**config.mk**
```make
export PLATFORM = sky130hd
export DESIGN_NAME = dba_top
export DESIGN_NICKNAME = d
export VERILOG_FILES = /design/src/core/dba_pkg.sv /design/src/core/dba_dma_if.sv /design/src/core/dba_dma_chan.sv /design/src/core/dba_sync.sv /design/src/core/dba_top.sv
export SDC_FILE = /design/constraint.sdc
export NUM_CORES = 1
export LEC_CHECK = 0
export BUFFER_PORTS_ARGS = -buffer_cell sky130_fd_sc_hd__buf_2
export CORE_MARGIN = 4
export CORE_UTILIZATION = 52
export CTS_BUF_LIST = sky130_fd_sc_hd__clkbuf_8
export DETAILED_ROUTE_END_ITERATION = 7
export HOLD_SLACK_MARGIN = 0.1
export PLACE_DENSITY = 0.94
export SLEW_MARGIN = 20
export SYNTH_ARGS = -nofsm -noshare
export SYNTH_HDL_FRONTEND = slang
export SYNTH_SLANG_ARGS = --single-unit
```
**constraint.sdc**
```tcl
create_clock -name core_clk -period 2.7 [get_ports core_clk]
set_input_delay 0.135 -clock core_clk [delete_from_list [all_inputs] [get_ports core_clk]]
set_output_delay 0.135 -clock core_clk [all_outputs]
set_load 0.01 [all_outputs]
```
**src/core/dba_pkg.sv**
```systemverilog
// Function
// Owner yields bus, then grants host.
// Host ownership floats address, data, strobes.
// SDRAM controls stay driven under host.
// Host request beats peer requests; a yield due on the host's take edge still hands the bus to the peer.
// Grant held until host request released.
// Only bus owner drives host grant.
// Host asserts chip select to access.
// Ready low while host access waits.
// Ready open-drain unless active-drive bit set.
// Ready driven only with select and request.
// Drive own request line, watch other.
// Number 01 line one, 10 two, 00 single.
// Processor number changes only in reset.
// Core priority preempts background DMA.
// Core priority line is open-drain, shared.
// Ownership handover costs one cycle only.
// Bus lock keeps ownership across sequences.
// Peer can raise a vector interrupt.
// Boot source from select pins.
// Request pair one channel 9, two 8.
// At most two processors plus one host.
// Pins sampled on clock, decisions on edges.
package dba_pkg;

   localparam int SYNC_STAGES = 2;
   localparam int PROC_LINES = 2;

   localparam logic [1:0] PROC_SINGLE = 2'h0;
   localparam logic [1:0] PROC_ONE = 2'h1;
   localparam logic [1:0] PROC_TWO = 2'h2;

   localparam logic [3:0] DMA_CHAN_PAIR_ONE = 4'h9;
   localparam logic [3:0] DMA_CHAN_PAIR_TWO = 4'h8;

   localparam logic [7:0] VECTOR_RESET = 8'h00;

   typedef enum logic [1:0] {
      BOOT_EPROM8,
      BOOT_HOST,
      BOOT_EXT_MEMORY
   } dba_boot_e;

   typedef enum logic [1:0] {
      HOST_IDLE,
      HOST_RELEASE,
      HOST_GRANTED
   } dba_host_e;

endpackage

```
**src/core/dba_dma_if.sv**
```systemverilog
`timescale 1ns/1ps
`default_nettype none

interface dba_dma_if;
   logic requestN;
   logic chanRequest;
   logic chanGrant;
   logic grantN;
   logic grantOe;

   modport chan (
      input requestN,
      input chanGrant,
      output chanRequest,
      output grantN,
      output grantOe
   );

   modport top (
      output requestN,
      output chanGrant,
      input chanRequest,
      input grantN,
      input grantOe
   );
endinterface

`default_nettype wire

```
**src/core/dba_dma_chan.sv**
```systemverilog
`timescale 1ns/1ps
`default_nettype none

module dba_dma_chan
   import dba_pkg::*;
#(
   parameter logic [3:0] CHANNEL = DMA_CHAN_PAIR_ONE
) (
   input wire logic core_clk,
   input wire logic rst,
   input wire logic ownBus,
   dba_dma_if.chan port,
   output logic [3:0] channel
);

   // ---------------------------------------------------------------
   // External DMA request and grant pair
   // ---------------------------------------------------------------
   typedef struct packed {
      logic request;
      logic grant;
   } dba_dma_s;

   dba_dma_s state_q;
   dba_dma_s state_d;

   always_comb begin
      state_d.request = ~port.requestN;
      // A grant is only meaningful while this processor owns the bus.
      state_d.grant = port.chanGrant & ownBus;
      if (rst) begin
         state_d.request = 1'b0;
         state_d.grant = 1'b0;
      end
   end

   always_ff @(posedge core_clk) begin
      state_q <= state_d;
   end

   assign channel = CHANNEL;
   assign port.chanRequest = state_q.request;
   assign port.grantN = ~state_q.grant;
   assign port.grantOe = ownBus;

endmodule

`default_nettype wire

```
**src/core/dba_sync.sv**
```systemverilog
`timescale 1ns/1ps
`default_nettype none

module dba_sync
   import dba_pkg::*;
#(
   parameter int WIDTH = 1
) (
   input wire logic core_clk,
   input wire logic [WIDTH-1:0] async,
   output logic [WIDTH-1:0] synced
);

   // ---------------------------------------------------------------
   // Two-stage synchroniser
   // ---------------------------------------------------------------
   // The first stage feeds only the second stage. There is no reset
   // here: the straps are read through this path while reset holds.
   typedef struct packed {
      logic [WIDTH-1:0] meta;
      logic [WIDTH-1:0] stable;
   } dba_sync_s;

   dba_sync_s state_q;
   dba_sync_s state_d;

   always_comb begin
      state_d.meta = async;
      state_d.stable = state_q.meta;
   end

   always_ff @(posedge core_clk) begin
      state_q <= state_d;
   end

   assign synced = state_q.stable;

endmodule

`default_nettype wire

```
**src/core/dba_top.sv**
```systemverilog
`timescale 1ns/1ps
`default_nettype none

module dba_top
   import dba_pkg::*;
(
   input wire logic core_clk,
   input wire logic rst,
   input wire logic host_bus_request_n,
   output logic hostBusGrantN,
   output logic hostBusGrantOe,
   input wire logic chipSelectN,
   output logic hostAckReady,
   output logic hostAckReadyOe,
   input wire logic ackActiveDriveBit,
   input wire logic hostAccessPending,
   input wire logic hostAccessDone,
   input wire logic [1:0] peerBusRequestNIn,
   output logic [1:0] peerBusRequestNOut,
   output logic [1:0] peerBusRequestNOe,
   input wire logic [1:0] processorNumber,
   input wire logic corePriorityNIn,
   output logic corePriorityNOut,
   output logic corePriorityNOe,
   input wire logic coreBusRequest,
   input wire logic dmaBusRequest,
   input wire logic busLock,
   output logic dmaPreempted,
   output logic extBusOe,
   output logic sdramCtlOe,
   output logic ownBus,
   output logic hostOwnsBus,
   input wire logic peerVectorWrite,
   input wire logic [7:0] peerVectorData,
   input wire logic vectorAck,
   output logic vectorIrq,
   output logic [7:0] vectorValue,
   input wire logic eprom_boot_select,
   input wire logic boot_memory_select,
   output dba_boot_e bootMode,
   input wire logic extDmaRequestOneN,
   input wire logic extDmaRequestTwoN,
   output logic extDmaGrantOneN,
   output logic extDmaGrantTwoN,
   output logic extDmaGrantOe,
   output logic dmaChan9Request,
   output logic dmaChan8Request,
   input wire logic dmaChan9Grant,
   input wire logic dmaChan8Grant
);

   // ---------------------------------------------------------------
   // Pin synchronisers
   // ---------------------------------------------------------------
   localparam int PIN_W = 11;

   logic [PIN_W-1:0] pinRaw;
   logic [PIN_W-1:0] pinSync;
   logic hbrSync;
   logic csSync;
   logic [1:0] peerReqSync;
   logic cpaSync;
   logic [1:0] numSync;
   logic bselSync;
   logic bmsSync;
   logic dmaReqOneSync;
   logic dmaReqTwoSync;

   assign pinRaw = {host_bus_request_n, chipSelectN, peerBusRequestNIn,
                    corePriorityNIn, processorNumber, eprom_boot_select,
                    boot_memory_select, extDmaRequestOneN,
                    extDmaRequestTwoN};

   // Straps ride the same synchroniser as the handshake pins; reset is
   // held long enough for them to settle before they are taken.
   dba_sync #(
      .WIDTH(PIN_W)
   ) u_pinSync (
      .core_clk(core_clk),
      .async(pinRaw),
      .synced(pinSync)
   );

   assign {hbrSync, csSync, peerReqSync, cpaSync, numSync, bselSync,
           bmsSync, dmaReqOneSync, dmaReqTwoSync} = pinSync;

   // ---------------------------------------------------------------
   // Boot strap decode
   // ---------------------------------------------------------------
   // Decoded every cycle but taken only while reset holds, so a later
   // change on the pins cannot move the boot source.
   dba_boot_e bootStrap;

   always_comb begin
      if (bselSync) begin
         bootStrap = BOOT_EPROM8;
      end else if (bmsSync) begin
         bootStrap = BOOT_HOST;
      end else begin
         bootStrap = BOOT_EXT_MEMORY;
      end
   end

   // ---------------------------------------------------------------
   // State
   // ---------------------------------------------------------------
   typedef struct packed {
      logic [1:0] procNum;
      logic ownBus;
      logic peerHeld;
      dba_host_e host;
      logic vectorIrq;
      logic [7:0] vector;
      dba_boot_e boot;
      logic readyLevel;
   } dba_top_s;

   dba_top_s state_q;
   dba_top_s state_d;

   logic multiProc;
   logic myLine;
   logic peerReq;
   logic cpaSeen;
   logic hostReq;
   logic wantBus;
   logic hostHolds;
   logic yield;
   logic acquire;

   // The number is held from reset, so a glitch on the pins later on
   // cannot move this processor onto the other request line.
   assign multiProc = (state_q.procNum == PROC_ONE) |
                      (state_q.procNum == PROC_TWO);
   assign myLine = (state_q.procNum == PROC_TWO);
   assign peerReq = multiProc & ~peerReqSync[~myLine];
   assign cpaSeen = multiProc & ~cpaSync;
   assign hostReq = ~hbrSync;
   assign hostHolds = (state_q.host != HOST_IDLE);

   // Background DMA gives way while a slave core claims priority.
   assign dmaPreempted = state_q.ownBus & cpaSeen & ~coreBusRequest;
   assign wantBus = coreBusRequest | (dmaBusRequest & ~dmaPreempted) |
                    (busLock & state_q.ownBus);

   // Yielding and taking happen on one edge each; the peer sees the
   // request line drop and may take over on the next edge.
   assign yield = state_q.ownBus & multiProc & peerReq & ~busLock &
                  ~hostHolds & (~wantBus | dmaPreempted);
   assign acquire = ~state_q.ownBus & multiProc & wantBus & ~hostHolds &
                    (~peerReq | (~state_q.peerHeld & ~myLine));

   // ---------------------------------------------------------------
   // Decision terms
   // ---------------------------------------------------------------
   logic hostTake;
   logic peerHeldNext;

   // A locked owner finishes its indivisible sequence before the host
   // is let in; a processor that does not own the bus leaves the host
   // to its peer.
   assign hostTake = hostReq & state_q.ownBus & ~busLock;

   // Once the bus has been handed over, the peer owns it until its
   // request line rises. Without this the core could take the bus
   // straight back on the edge after yielding.
   assign peerHeldNext = peerReq & (~state_q.ownBus | yield);

   always_comb begin
      state_d = state_q;
      state_d.peerHeld = peerHeldNext;
      if (!multiProc) begin
         state_d.ownBus = 1'b1;
      end else if (yield) begin
         state_d.ownBus = 1'b0;
      end else if (acquire) begin
         state_d.ownBus = 1'b1;
      end

      unique case (state_q.host)
         HOST_IDLE: begin
            // Host wins over a peer request unless a yield falls on the same edge; a lock defers it.
            if (hostTake) begin
               state_d.host = HOST_RELEASE;
            end
         end
         HOST_RELEASE: begin
            // The bus is already floated here; grant follows next edge.
            state_d.host = hostReq ? HOST_GRANTED : HOST_IDLE;
         end
         HOST_GRANTED: begin
            if (!hostReq) begin
               state_d.host = HOST_IDLE;
            end
         end
      endcase

      // Ready stays low while the access waits; completion wins.
      state_d.readyLevel = ~hostAccessPending | hostAccessDone;

      if (peerVectorWrite) begin
         state_d.vectorIrq = 1'b1;
         state_d.vector = peerVectorData;
      end else if (vectorAck) begin
         state_d.vectorIrq = 1'b0;
      end

      if (rst) begin
         // Straps are caught while reset holds and frozen after it.
         state_d.procNum = numSync;
         state_d.ownBus = 1'b0;
         state_d.peerHeld = 1'b0;
         state_d.host = HOST_IDLE;
         state_d.vectorIrq = 1'b0;
         state_d.vector = VECTOR_RESET;
         state_d.readyLevel = 1'b1;
         state_d.boot = bootStrap;
      end
   end

   always_ff @(posedge core_clk) begin
      state_q <= state_d;
   end

   // ---------------------------------------------------------------
   // Host side pins
   // ---------------------------------------------------------------
   logic readyWindow;

   assign hostOwnsBus = hostHolds;
   assign hostBusGrantN = ~(state_q.host == HOST_GRANTED);
   assign hostBusGrantOe = state_q.ownBus & ~rst;
   assign extBusOe = state_q.ownBus & ~hostHolds & ~rst;
   // Memory controls stay driven under host ownership, so the memory
   // sees them float only while reset holds.
   assign sdramCtlOe = ~rst;

   // The host's select and bus request together qualify any answer on ready.
   assign readyWindow = ~csSync & hostReq & ~rst;
   assign hostAckReady = ackActiveDriveBit ? state_q.readyLevel : 1'b0;
   assign hostAckReadyOe = readyWindow &
                           (ackActiveDriveBit | ~state_q.readyLevel);

   // ---------------------------------------------------------------
   // Peer arbitration pins
   // ---------------------------------------------------------------
   logic reqActive;

   assign reqActive = multiProc & (state_d.ownBus | wantBus) & ~rst;
   assign peerBusRequestNOut = 2'h3;
   assign peerBusRequestNOe = {reqActive & myLine, reqActive & ~myLine};

   // Wired line shared by both processors: pulled low, never driven high.
   assign corePriorityNOut = 1'b0;
   assign corePriorityNOe = multiProc & ~state_q.ownBus & coreBusRequest &
                            ~rst;

   assign ownBus = state_q.ownBus;
   assign vectorIrq = state_q.vectorIrq;
   assign vectorValue = state_q.vector;
   assign bootMode = state_q.boot;

   // ---------------------------------------------------------------
   // External DMA pairs
   // ---------------------------------------------------------------
   dba_dma_if dmaOne ();
   dba_dma_if dmaTwo ();

   assign dmaOne.requestN = dmaReqOneSync;
   assign dmaOne.chanGrant = dmaChan9Grant;
   assign dmaTwo.requestN = dmaReqTwoSync;
   assign dmaTwo.chanGrant = dmaChan8Grant;

   dba_dma_chan #(
      .CHANNEL(DMA_CHAN_PAIR_ONE)
   ) u_dmaOne (
      .core_clk(core_clk),
      .rst(rst),
      .ownBus(extBusOe),
      .port(dmaOne.chan),
      .channel()
   );

   dba_dma_chan #(
      .CHANNEL(DMA_CHAN_PAIR_TWO)
   ) u_dmaTwo (
      .core_clk(core_clk),
      .rst(rst),
      .ownBus(extBusOe),
      .port(dmaTwo.chan),
      .channel()
   );

   assign dmaChan9Request = dmaOne.chanRequest;
   assign dmaChan8Request = dmaTwo.chanRequest;
   assign extDmaGrantOneN = dmaOne.grantN;
   assign extDmaGrantTwoN = dmaTwo.grantN;
   // Both pairs share one enable: a grant is only driven while this
   // processor owns the external bus.
   assign extDmaGrantOe = dmaOne.grantOe;

endmodule

`default_nettype wire

```
==> run_results.csv <==
group,metric,value,unit
critical_path,startpoint_type,"register",
detailed_routing,detail_route.wl_per_cell,12.4,um
layout,num-fill-cells,194,
layout,syn_to_final_growth,35.8,%
placed_design,port_buffers,58,
clocking,cts_tree,"yes",
detailed_routing,wl_met3,294,um
detailed_routing,wl_met1,1.13,mm
yosys,synth_ff_type,"dfxtp_1",
detailed_routing,antenna_left,0,
yosys,synth_xor_xnor_area_share,0,
placed_design,gp_congestion,0.795,
clocking,clk_latency,290,ps
sta,drv_slew,0,
die,placementRows,19,
yosys,synth_mux_area_frac,0.0602,
sta,tns,0,ps
detailed_routing,routed_wl,2.96,mm
layout,final_cells,238,
layout,num-nets-final,241,
yosys,synth_top_family_by_area,"simple AND/OR/NAND/NOR gates",
clocking,cts_setup_buffers,0,
critical_path,path_class,"reg -> out",
placed_design,place.detailed.hpwl,1.84,mm
die,coreArea,2760,um2
clocking,holdBufCountCts,23,
yosys,synth_most_common_cell,"dfxtp_1",
grt,track_usage,0.165,
power_and_ir_drop,p_leak,0.000968,uW
critical_path,crit_buf_inv,1,
die,chipHeight,61.6,um
clocking,htree_levels,2,
grt,grt_pass1_vias,985,
clocking,clk_pin_slew_worst_paths,80,ps
yosys,yosysWarnings,0,
grt,grt_max_degree,24,
yosys,synth_cells,135,
sta,fin_skew,7.55,ps
detailed_routing,vias,1101,
yosys,ys_types,30,
detailed_routing,drtIter0Drc,122,
yosys,synth_edf_count,4,
detailed_routing,highest_layer,"met4",
critical_path,crit_chain,"ha_1, or3b_1, a221o_1, a21oi_1, nor4_1, buf_2",
critical_path,max_stage_delay,420,ps
detailed_routing,met2RoutedLength,1.48,mm
power_and_ir_drop,p_per_area,630,nW/um2
critical_path,crit_path_end_kind,"output port",
grt,grt_pass1_wl,4.37,mm
sta,fin_crit_sh,0.859,
job,cap_violations,0,
die,die_area,3800,um2
clocking,cts_resized,0,
yosys,ys_async_sr_fraction,0,
sta,rsz0062_at_grt,"false",
clocking,cts-root-buf,"clkbuf_8",
yosys,yosys-top-cells-area,"dfxtp_1, edfxtp_1, buf_4",
die,die_x,61.6,um
critical_path,cp_top_family,"compound AO/OA/AOI/OAI gates",
yosys,synthAdderAreaFrac,0.0334,
power_and_ir_drop,irDropWorstVdd,0.573,mV
grt,antenna_found_initial,0,
yosys,synth_common_cells,"dfxtp_1, nor2_1, buf_4",
sta,clock.fmax,431,MHz
yosys,yosysSeqAreaShare,0.615,
min_path,hold_class,"in -> reg",
clocking,numCtsBuffers,5,
clocking,clock-sinks,44,
detailed_routing,viasPerCell,4.63,
sta,min_period,2320,ps
die,initial_core_util,0.543,
placed_design,dp.cells,207,
critical_path,slowest_stage,"or3b_1",
layout,insertedDiodeCount,0,
yosys,synth.avg_cell_area,11.1,um2
detailed_routing,remaining_drc_errors,0,
yosys,synth_area,1500,um2
sta,finalSetupViolations,0,
critical_path,required,2570,ps
sta,final-hold-violation-count,0,
detailed_routing,first_pass_iters,4,
yosys,yosys.area_share.simple,0.125,
grt,grt_overflow,0,
critical_path,crit_fanout,7,
critical_path,crit_arrival,2180,ps
yosys,ys_ff_latch,44,
clocking,clk_path_buf_depth,2,
layout,layout-drive-gt1-share,0.319,
yosys,synth_compound_area_frac,0.0552,
die,ioPinCount,62,
run_status,status,"complete, no violations",
yosys,synth_top_area_share,0.535,
yosys,yosysTopAreaCell,"dfxtp_1",
-- logic make-up after synthesis --
family                     Yosys count
DFF                                 44
and+or+nand+nor                     36
buffers and inverters               28
AOI/OAI and AO/OA                   12
muxes                                9
adders and majority gates            4
other                                2
-- final cells by class --
class,instances,area (um2),area share
Clock inverter,3,23.8,0.0117
Sequential cell,44,921,0.453
Tap cell,31,38.8,0.0191
Timing Repair Buffer,81,520,0.256
Inverter,10,37.5,0.0185
Multi-Input combinational cell,64,422,0.208
Clock buffer,5,68.8,0.0339
-- power breakdown --
group	total (uW)	switching, uW	internal, uW
clock network	404	221	183
registers	713	16.5	696
logic	164	78.7	85.3
total	1280	316	964
-- layout by cell type (no fill, tap or decap) --
cell	count
buf_2	58
dfxtp_1	40
dlygate4sd3_1	23
nor2_1	17
inv_1	10
mux2i_1	9
a21oi_1	5
clkbuf_8	5
ha_1	4
edfxtp_1	4
nand2_1	3
conb_1	3
nor2b_1	2
and2_1	2
nor3b_1	2
nor4b_1	2
and3_1	2
clkinvlp_4	2
or3b_1	1
a2111oi_0	1
a221o_1	1
o21ai_0	1
a311oi_1	1
o2111ai_1	1
nand3_1	1
nor4_1	1
o22a_1	1
nand2b_1	1
nand4b_1	1
nand3b_1	1
a211oi_1	1
clkinv_4	1
-- worst paths after layout --
path	end	cells after the start	from	slack, ps
hold reg to reg	u_pinSync.synced[1]$_DFF_P_	0	u_pinSync.state_d[1]$_DFF_P_	330
setup reg to reg	ownBus$_DFF_P_	5	state_q[17]$_DFFE_PP_	740
hold / removal	vectorIrq$_SDFFE_PP0P_	4	vectorAck	140
setup / recovery	peerBusRequestNOe[0]	6	state_q[17]$_DFFE_PP_	380
-- stage by stage --
stage	worst slack [ps]	util	power [uW]	hold WS (ps)	area (um2)
6_report	382	0.737	1280	138	2030
5_1_grt	223	0.737	1340	139	2030
4_1_cts	372	0.737	1290	125	2030
3_5_place_dp	709	0.620	864	239	1710
3_3_place_gp	745	0.620	859	238	1710
2_1_floorplan	857	-	820	163	1500
-- worst register-to-register path, delay by kind of cell (launching register included) --
family / cells / cell delay (ps)
AOI/OAI and AO/OA: 2 / 620
DFF: 1 / 370
adders and majority gates: 1 / 370
and+or+nand+nor: 2 / 490
-- sequential cells by signal, indices dropped and copies added (netlist names), 2 cells and up --
register,flops
bootMode,2
state_q,6
u_pinSync.state_d,11
u_pinSync.synced,11
vectorValue,8
-- routing by layer --
| metal | vias up | global-route usage |
|---|---|---|
| met2 | 52 | 0.260 |
| li1 | 569 | - |
| met3 | 7 | 0.0776 |
| met5 | - | 0 |
| met1 | 473 | 0.191 |
| met4 | 0 | 0.0727 |
Note: power is estimated with default switching activity, not from simulation.
